`src/design/cdfc_cfg.svh`:
```
// cdfc_cfg.svh: timing and field constants for the chopper decay and fault control block
// assumes a 10 mhz pclk; the off-time and blanking counts derive from the times below, the toff reset value is a literal
`ifndef CDFC_CFG_SVH
`define CDFC_CFG_SVH
`define CDFC_CLK_HZ 10000000
`define CDFC_TOFF_US 30
`define CDFC_TBLANK_US 1
`define CDFC_TOFF_CYC ((`CDFC_TOFF_US * `CDFC_CLK_HZ) / 1000000)
`define CDFC_TBLANK_CYC (((`CDFC_TBLANK_US * `CDFC_CLK_HZ) + 999999) / 1000000)
`define CDFC_FAST_NUM 5
`define CDFC_FAST_DEN 16
`define CDFC_RES_FULL 2'h0
`define CDFC_REG_CTRL 12'h000
`define CDFC_REG_STAT 12'h004
`define CDFC_REG_TOFF 12'h008
`define CDFC_REG_DAC 12'h00c
`define CDFC_CTRL_RST 32'h0000_0000
`define CDFC_TOFF_RST 16'h012c
`endif

```
`src/design/cdfc_pkg.sv`:
```
// cdfc_pkg: types for the chopper decay and fault control block
// assumes cdfc_cfg.svh supplies the numeric constants
package cdfc_pkg;
  typedef enum logic [1:0] {CDFC_OSC_HIGH, CDFC_OSC_GND, CDFC_OSC_RES} cdfc_osc_t;
  typedef enum logic {CDFC_SLOW, CDFC_MIXED} cdfc_decay_t;
  typedef enum logic [1:0] {CDFC_ON, CDFC_FAST, CDFC_SLOWD} cdfc_phase_t;
  // gate drive of one full bridge
  typedef struct packed {
    logic src_a;
    logic snk_a;
    logic src_b;
    logic snk_b;
  } cdfc_gate_t;
  typedef struct packed {
    logic thermal_trip;
    logic pump_uv;
    logic regulator_fault;
    logic supply_lockout;
  } cdfc_fault_t;
endpackage

```
`src/design/cdfc_chopper.sv`:
```
// cdfc_chopper: off-time chopper, decay sequencing, output gating and faults for two windings
// assumes comparator, fault and pin levels arrive asynchronously and are resynchronised here
//
// Chosen here: register access over APB and the placing of the registers.
module cdfc_chopper import cdfc_pkg::*; #(
  parameter int TW = 16
) (
  input wire logic pclk,
  input wire logic presetn,
  input wire logic psel,
  input wire logic penable,
  input wire logic pwrite,
  input wire logic [11:0] paddr,
  input wire logic [31:0] pwdata,
  output logic [31:0] prdata,
  output logic pready,
  output logic pslverr,
  input wire logic enable_n,
  input wire logic sleep_n,
  input wire logic reset_n,
  input wire logic [1:0] off_time_select_pin,
  input wire logic resolution_select_lo,
  input wire logic resolution_select_hi,
  input wire logic [1:0] trip_raw,
  input wire logic [1:0] short_gnd_raw,
  input wire logic [1:0] zero_cur_raw,
  input wire logic [3:0] fault_raw,
  input wire logic [1:0] dac_fall,
  input wire logic [1:0] polarity,
  output cdfc_gate_t [1:0] gate,
  output logic [1:0] pump_run,
  output logic translator_home
);
`include "cdfc_cfg.svh"
  // -------------------------------------------------------------
  // input synchronisers
  // -------------------------------------------------------------
  localparam int NS = 17;
  logic [NS-1:0] s1, s2;
  wire [NS-1:0] raw_in = {enable_n, sleep_n, reset_n, off_time_select_pin,
    resolution_select_lo, resolution_select_hi, trip_raw, short_gnd_raw,
    zero_cur_raw, fault_raw};
  always_ff @(posedge pclk or negedge presetn) begin
    if (!presetn) begin
      s1 <= '0;
      s2 <= '0;
    end else begin
      s1 <= raw_in;
      s2 <= s1;
    end
  end
  wire en_n_s = s2[16];
  wire sleep_s = s2[15];
  wire rst_s = s2[14];
  wire [1:0] osc_s = s2[13:12];
  wire [1:0] res_s = s2[11:10];
  wire [1:0] trip_s = s2[9:8];
  wire [1:0] sgnd_s = s2[7:6];
  wire [1:0] zero_s = s2[5:4];
  cdfc_fault_t flt;
  assign flt = cdfc_fault_t'(s2[3:0]);

  // -------------------------------------------------------------
  // apb registers
  // -------------------------------------------------------------
  logic [31:0] ctrl;
  logic [TW-1:0] toff_res;
  wire wr = psel && penable && pwrite;
  wire hit_ctrl = paddr == `CDFC_REG_CTRL;
  wire hit_stat = paddr == `CDFC_REG_STAT;
  wire hit_toff = paddr == `CDFC_REG_TOFF;
  wire hit_dac = paddr == `CDFC_REG_DAC;
  wire mapped = hit_ctrl || hit_stat || hit_toff || hit_dac;
  assign pready = 1'b1;
  assign pslverr = psel && penable && !mapped;
  // one element per bridge; short_lat, decay and phase written by the bridge's own process, dac_pct by the apb process
  logic short_lat [2];
  cdfc_decay_t decay [2];
  cdfc_phase_t phase [2];
  logic [6:0] dac_pct [2];
  wire osc_res = osc_s == 2'(CDFC_OSC_RES);
  // 30us is fixed unless the select pin sees a resistor; then software loads the count
  wire [TW-1:0] toff_cyc = osc_res ? toff_res : TW'(`CDFC_TOFF_CYC);
  wire [TW-1:0] fast_cyc = TW'((32'(toff_cyc) * `CDFC_FAST_NUM) / `CDFC_FAST_DEN);
  wire [31:0] stat = {20'h0, flt, short_lat[1], short_lat[0], 2'h0, decay[1], decay[0],
    phase[1] != CDFC_ON, phase[0] != CDFC_ON};
  wire [31:0] rd_dac = {17'h0, dac_pct[1], 1'b0, dac_pct[0]};
  wire [31:0] rd_mux = hit_ctrl ? ctrl :
    hit_stat ? stat :
    hit_toff ? 32'(toff_res) :
    hit_dac ? rd_dac :
    32'h0;
  always_ff @(posedge pclk or negedge presetn) begin
    if (!presetn) begin
      ctrl <= `CDFC_CTRL_RST;
      toff_res <= TW'(`CDFC_TOFF_RST);
      dac_pct[0] <= '0;
      dac_pct[1] <= '0;
      prdata <= '0;
    end else begin
      if (wr && hit_ctrl) ctrl <= pwdata;
      if (wr && hit_toff) toff_res <= pwdata[TW-1:0];
      if (wr && hit_dac) begin
        dac_pct[0] <= pwdata[6:0];
        dac_pct[1] <= pwdata[14:8];
      end
      if (psel && !penable && !pwrite) begin
        prdata <= rd_mux;
      end
    end
  end

  // -------------------------------------------------------------
  // disable causes
  // -------------------------------------------------------------
  wire global_off = en_n_s || !sleep_s || !rst_s || flt.regulator_fault || flt.thermal_trip ||
    flt.pump_uv || flt.supply_lockout;
  wire home = !sleep_s || !rst_s || flt.supply_lockout || flt.thermal_trip;
  assign translator_home = home;
  assign pump_run = {2{sleep_s}};

  // -------------------------------------------------------------
  // gate decode
  // -------------------------------------------------------------
  // polarity picks the diagonal; fast decay reverses it, slow decay shorts through sinks;
  // the rectifying fets drop out near zero current so the winding never reverses
  function automatic cdfc_gate_t gate_f(input cdfc_phase_t ph, input logic pol,
    input logic rect);
    cdfc_gate_t drv;
    cdfc_gate_t rev;
    drv = pol ? cdfc_gate_t'(4'b1001) : cdfc_gate_t'(4'b0110);
    rev = pol ? cdfc_gate_t'(4'b0110) : cdfc_gate_t'(4'b1001);
    case (ph)
      CDFC_ON: gate_f = drv;
      CDFC_FAST: gate_f = rect ? rev : cdfc_gate_t'(4'b0000);
      CDFC_SLOWD: gate_f = rect ? cdfc_gate_t'(4'b0101) : cdfc_gate_t'(4'b0000);
      default: gate_f = cdfc_gate_t'(4'b0000);
    endcase
  endfunction

  // -------------------------------------------------------------
  // per-bridge chopper
  // -------------------------------------------------------------
  logic [TW-1:0] tcnt [2];
  logic [7:0] bcnt [2];
  for (genvar i = 0; i < 2; i++) begin : g_br
    wire full = res_s == `CDFC_RES_FULL;
    wire want_mixed = osc_res ? dac_fall[i] : full ? 1'b0 :
      (osc_s == 2'(CDFC_OSC_GND)) ? 1'b1 : dac_fall[i];
    wire blanked = bcnt[i] != '0;
    wire trip = trip_s[i] && !blanked && phase[i] == CDFC_ON;
    wire off_done = tcnt[i] == toff_cyc - TW'(1);
    wire fast_done = tcnt[i] == fast_cyc;
    always_ff @(posedge pclk or negedge presetn) begin
      if (!presetn) begin
        phase[i] <= CDFC_ON;
        tcnt[i] <= '0;
        bcnt[i] <= '0;
        decay[i] <= CDFC_MIXED;
        short_lat[i] <= 1'b0;
      end else begin
        if (!sleep_s) short_lat[i] <= 1'b0;
        else if (sgnd_s[i]) short_lat[i] <= 1'b1;
        if (home) decay[i] <= CDFC_MIXED;
        else decay[i] <= want_mixed ? CDFC_MIXED : CDFC_SLOW;
        if (global_off || short_lat[i]) begin
          phase[i] <= CDFC_ON;
          tcnt[i] <= '0;
          bcnt[i] <= 8'(`CDFC_TBLANK_CYC);
        end else begin
          case (phase[i])
            CDFC_ON: begin
              if (blanked) bcnt[i] <= bcnt[i] - 8'h01;
              if (trip) begin
                tcnt[i] <= '0;
                phase[i] <= (decay[i] == CDFC_MIXED) ? CDFC_FAST : CDFC_SLOWD;
              end
            end
            CDFC_FAST: begin
              tcnt[i] <= tcnt[i] + TW'(1);
              if (fast_done) phase[i] <= CDFC_SLOWD;
            end
            CDFC_SLOWD: begin
              tcnt[i] <= tcnt[i] + TW'(1);
              if (off_done) begin
                phase[i] <= CDFC_ON;
                bcnt[i] <= 8'(`CDFC_TBLANK_CYC);
              end
            end
            default: phase[i] <= CDFC_ON;
          endcase
        end
      end
    end
    wire rect = !zero_s[i];
    cdfc_gate_t g;
    assign g = gate_f(phase[i], polarity[i], rect);
    assign gate[i] = (global_off || short_lat[i]) ? '0 : g;

    a_rect_drop: assert property (@(posedge pclk) disable iff (!presetn)
      (phase[i] != CDFC_ON && zero_s[i]) |-> gate[i] == '0)
      else $error("rectifying fets on at zero current");
    a_slow_recirc: assert property (@(posedge pclk) disable iff (!presetn)
      (phase[i] == CDFC_SLOWD && !zero_s[i] && !global_off && !short_lat[i])
      |-> gate[i] == cdfc_gate_t'(4'b0101))
      else $error("slow decay sinks not on");
    a_decay_home: assert property (@(posedge pclk) disable iff (!presetn)
      home |=> decay[i] == CDFC_MIXED)
      else $error("decay not mixed at home");
    a_high_slow: assert property (@(posedge pclk) disable iff (!presetn)
      (!home && osc_s == 2'(CDFC_OSC_HIGH) && (full || !dac_fall[i])) |=> decay[i] == CDFC_SLOW)
      else $error("tied high did not pick slow");
    a_high_fall: assert property (@(posedge pclk) disable iff (!presetn)
      (!home && osc_s == 2'(CDFC_OSC_HIGH) && !full && dac_fall[i]) |=> decay[i] == CDFC_MIXED)
      else $error("falling step not mixed");
    a_gnd_mixed: assert property (@(posedge pclk) disable iff (!presetn)
      (!home && osc_s == 2'(CDFC_OSC_GND) && !full) |=> decay[i] == CDFC_MIXED)
      else $error("grounded select not mixed");
    a_gnd_full: assert property (@(posedge pclk) disable iff (!presetn)
      (!home && osc_s == 2'(CDFC_OSC_GND) && full) |=> decay[i] == CDFC_SLOW)
      else $error("grounded full step not slow");
    a_res_fall: assert property (@(posedge pclk) disable iff (!presetn)
      (!home && osc_res && dac_fall[i]) |=> decay[i] == CDFC_MIXED)
      else $error("resistor mode falling step not mixed");
    a_tcnt_zero: assert property (@(posedge pclk) disable iff (!presetn)
      (trip && !global_off && !short_lat[i]) |=> tcnt[i] == '0)
      else $error("off-time count did not restart");
    a_blank_load: assert property (@(posedge pclk) disable iff (!presetn)
      (phase[i] == CDFC_SLOWD && off_done && !global_off && !short_lat[i])
      |=> bcnt[i] == 8'(`CDFC_TBLANK_CYC))
      else $error("blanking not restarted");

    a_blank_hold: assert property (@(posedge pclk) disable iff (!presetn)
      (phase[i] == CDFC_ON && blanked) |-> ##1 phase[i] == CDFC_ON || global_off)
      else $error("trip accepted during blanking");
    a_fast_first: assert property (@(posedge pclk) disable iff (!presetn)
      (trip && decay[i] == CDFC_MIXED && !global_off && !short_lat[i]) |=> phase[i] == CDFC_FAST)
      else $error("mixed decay did not start fast");
    a_slow_only: assert property (@(posedge pclk) disable iff (!presetn)
      (trip && decay[i] == CDFC_SLOW && !global_off && !short_lat[i]) |=> phase[i] == CDFC_SLOWD)
      else $error("slow decay entered fast phase");
    a_off_hold: assert property (@(posedge pclk) disable iff (!presetn)
      (phase[i] == CDFC_ON && $past(phase[i]) != CDFC_ON && !global_off && !short_lat[i]
       && $past(!global_off && !short_lat[i])) |-> $past(tcnt[i]) == toff_cyc - TW'(1))
      else $error("off-time ended early");
    a_short_latch: assert property (@(posedge pclk) disable iff (!presetn)
      (short_lat[i] && sleep_s) |=> short_lat[i])
      else $error("short latch released while awake");
    a_latched_off: assert property (@(posedge pclk) disable iff (!presetn)
      short_lat[i] |-> gate[i] == '0)
      else $error("latched bridge driven");
  end

  a_enable_off: assert property (@(posedge pclk) disable iff (!presetn)
    en_n_s |-> gate == '0)
    else $error("fets on while enable high");
  a_fault_off: assert property (@(posedge pclk) disable iff (!presetn)
    (flt.regulator_fault || flt.thermal_trip || flt.pump_uv) |-> gate == '0)
    else $error("fets on during fault");
  a_sleep_home: assert property (@(posedge pclk) disable iff (!presetn)
    !sleep_s |-> translator_home && pump_run == 2'h0 && gate == '0)
    else $error("sleep did not shut down");
  a_any_cause: assert property (@(posedge pclk) disable iff (!presetn)
    global_off |-> gate == '0)
    else $error("fets on with a disable cause");
  a_wake_pump: assert property (@(posedge pclk) disable iff (!presetn)
    sleep_s |-> pump_run == 2'h3)
    else $error("pump stopped while awake");
  a_enable_seq: assert property (@(posedge pclk) disable iff (!presetn)
    (en_n_s && sleep_s && rst_s && !flt.supply_lockout && !flt.thermal_trip)
    |-> !translator_home)
    else $error("enable alone homed translator");
  a_reset_home: assert property (@(posedge pclk) disable iff (!presetn)
    (!rst_s || flt.supply_lockout) |-> translator_home && gate == '0)
    else $error("reset did not home");
endmodule // cdfc_chopper

```
`config.mk`:
```
export PLATFORM = sky130hd
export DESIGN_NAME = cdfc_chopper
export DESIGN_NICKNAME = d
export VERILOG_FILES = /design/src/design/cdfc_pkg.sv /design/src/design/cdfc_chopper.sv
export VERILOG_INCLUDE_DIRS = /design/src /design/src/design
export SDC_FILE = /design/constraint.sdc
export NUM_CORES = 1
export LEC_CHECK = 0
export BUFFER_PORTS_ARGS = -buffer_cell sky130_fd_sc_hd__buf_2
export CAP_MARGIN = 10
export CORE_AREA = 2 2 142 179
export DETAILED_ROUTE_END_ITERATION = 7
export DIE_AREA = 0 0 144 181
export GPL_ROUTABILITY_DRIVEN = 0
export PLACE_DENSITY = 0.77
export SLEW_MARGIN = 40
export SYNTH_ARGS = -nofsm -noshare
export SYNTH_HDL_FRONTEND = slang
export SYNTH_SLANG_ARGS = --single-unit
```
`constraint.sdc`:
```
create_clock -name pclk -period 3.87 [get_ports pclk]
set_clock_uncertainty 0.1 [all_clocks]
set_input_delay 0.5805 -clock pclk [delete_from_list [all_inputs] [get_ports pclk]]
set_output_delay 0.5805 -clock pclk [all_outputs]
set_load 0.005 [all_outputs]
```
==> qor.txt <==
Status = complete, but fails checks
Failing checks = negative setup slack
Number of distinct library cells after synthesis = 73
First-pass GRT wire length = 46.5 mm
DP Worst Slack = -275 ps
Arrival @ worst endpoint = 4170 ps
Net Count, Synth = 1189
Routed Antenna Nets = 0
Antenna fix cells = 0
Final WL = 28.9 mm
Clock Pin Slew Worst Setup and Hold Paths = 70 ps
Mapped Area = 0.0108 sq mm
Worst hold path class = in2async
Crit path buf inv count = 0
Top Family by Delay on Critical Path = simple AND/OR/NAND/NOR gates
Hold_buf cts = 0
Syn_area_per_cell = 9.96 sq um
Fmax = 256 MHz
Total Routing Usage GR = 22.7%
IO Pins = 115
Number of fill cells = 2074
Slew @ Worst Pin = 747 ps
Sequential share of the synthesized area = 42.5%
Crit Path Max Fanout = 3
Cell breakdown of the critical path = or3b_4, ha_4, nand4_1, fa_2, xnor2_1, or3_1, a221o_1, a21oi_2, nand4b_1, nor4b_2, o2111ai_2, a31oi_2, mux2i_1
# setup viols final = 2
Area Growth Syn to Fin = 18.4%
Asr flop ratio synth = 100%
Slew Limit Fails = 0
Post-DP Area = 0.0120 sq mm
Leading cell type in the layout, fill and taps excluded = dfrtp_1
Final worst slack = -37.0 ps
Vias in the first global route = 9129
Total grt overflow = 0
Number of synthesized register bits = 184
Rel. slew slack = 50.2%
Router iterations before antenna repair = 5
Sink Count = 184
Pwr dens = 305 mW/mm^2
Hold WS = 41.8 ps
Total chip power = 3.92 mW
Clock Latency Late Sink = 450 ps
Yosys Warn Count = 0
Residual DRC = 0
Synth Instances = 1089
Die W = 144 um
Core area = 0.0243 sq mm
CP Launch Type = register
Slowest CP cell = fa_2
Worst EP required = 4130 ps
Fraction of layout cells with a size suffix above 1 = 28.2%
DR iter-0 viols = 642
Commonest cells after routing, fill and taps aside = dfrtp_1 (178), buf_2 (112), nor2_1 (76)
Height of the die = 181 um
Final Hold Vio Count = 0
IO Port Bufs = 113
CTS Buffer Depth = 2
Number of synthesized flops with an enable pin = 0
DIE AREA = 0.0261 sq mm
Initial antenna violation count = 0
CTS H-Tree Depth = 4
Final instance area = 0.0128 sq mm
Post-DP HPWL = 21.2 mm
Top cells by area, synth = dfrtp_1 (41%), mux2_2 (6.4%), xnor2_1 (3.7%)
Pleak = 5.90 nW
Nets = 1311
Largest net degree at the start of global routing = 84
CP peak stage delay = 590 ps
Peak VDD IR = 0.349 mV
# rows = 64
Fin crit share = 101%
Fin crit period = 3910 ps
Predominant post-synthesis flop cell = dfrtp_1
RSZ-0062 raised after global routing = true
Routed WL per cell = 18.6 um
Via density per instance = 5.82
Synth area leader = dfrtp_1
Top cell type's share of synthesized area = 41.1%
Max Cap Violations = 0
Clock Tree Root = clkbuf_16
Core Util, Final = 52.9%
Setup CP Type = reg2reg
Total number of vias = 9045
Initial Util = 44.7%
Critical Path Sink Type = register
R2R setup slack = -40 ps
TritonCTS clock tree = built
Cts bufs inserted = 17
[power breakdown]
part	switching (mW)	internal, mW
sequential	0.0115	1.94
clock	0.841	0.861
combinational	0.151	0.108
[cells in the mapped netlist (5+ instances only)]
cell type	number
a211oi_1	9
and2_1	8
ha_1	29
a21oi_1	46
nor2b_1	5
nor4b_1	5
nor3_1	24
a21o_1	12
o21ai_0	62
nand3_1	27
mux4_2	7
nor4_1	12
a31oi_1	9
or3_1	15
xnor3_1	9
mux2_2	62
o31ai_1	14
nand2b_1	15
nand3b_1	9
mux2i_1	19
clkbuf_1	71
or2_2	6
dfstp_2	6
o21a_1	8
nor2_1	78
xnor2_1	46
nor3b_1	5
nand4_1	19
xor2_1	31
a22o_1	17
or4_1	11
buf_1	5
o211ai_1	5
inv_1	24
and3_1	34
nand2_1	70
dfrtp_1	178
[layout make-up]
class,count,area [sq um],area share (%)
Inverter,24,90.1,0.701
Timing Repair Buffer,185,1140,8.90
Sequential cell,184,4610,35.9
Clock buffer,17,425,3.31
Clock inverter,14,148,1.15
Multi-Input combinational cell,799,6010,46.8
Tap cell,330,413,3.22
[worst register-to-register path: stages (launching register included)]
cell and delay (ps):
dfstp_2 370, or3b_4 430, ha_4 290, nand4_1 120
fa_2 590, xnor2_1 80, or3_1 340, a221o_1 290
a21oi_2 100, nand4b_1 140, nor4b_2 280, o2111ai_2 210
a31oi_2 230, mux2i_1 250
[through the flow]
stage | instances | setup TNS (ps)
4_1_cts | 1551 | -135
5_1_grt | 1553 | -646
3_3_place_gp | 1514 | -162
6_report | 1553 | -40.0
3_5_place_dp | 1514 | -803
2_1_floorplan | 1089 | 0
[registers in the layout, summed over array words and instances (netlist names)]
name / cells
bcnt: 16
ctrl: 32
dac_pct: 14
decay: 2
phase: 4
prdata: 32
s1: 17
s2: 17
short_lat: 2
tcnt: 32
toff_res: 16
[final timing paths]
path,end,start,depth (start not counted)
worst max-delay path,phase[2],toff_res[3],13
worst min-delay path,bcnt[3],presetn,1
worst max register to register,phase[2],toff_res[3],13
worst min register to register,s2[0],s1[0],0
max in group asynchronous,s2[7],presetn,2
min in group pclk,s1[9],trip_raw[1],1
[layer usage]
layer | share of wire [%] | track usage, % | vias up
li1 | - | - | 4191
met1 | 39 | 26.8 | 4400
met2 | 50 | 38.5 | 372
met3 | 6.7 | 5.06 | 82
met4 | 4.8 | 11.4 | 0
met5 | 0 | 0 | -
[kinds of logic (layout without fill, tap and decap cells)]
| family | after synthesis | count (layout) | synth area share (%) |
|---|---|---|---|
| and+or+nand+nor | 357 | 357 | 17.5 |
| xor gates and xnor gates | 86 | 86 | 8.09 |
| DFF | 184 | 184 | 42.5 |
| other | 1 | 1 | 0.0346 |
| muxes | 88 | 88 | 9.64 |
| AOI/OAI and AO/OA | 237 | 237 | 14.8 |
| adders and majority gates | 30 | 30 | 3.53 |
| buffers and inverters | 106 | 240 | 3.98 |
[what timing repair did]
action / 4_1_cts / 5_1_grt
setup endpoints to repair: 7 / 22
pin swaps: 12 / 16
setup buffers: 6 / 2
resized for setup: 11 / 28
Note: power is estimated with default switching activity, not from simulation.
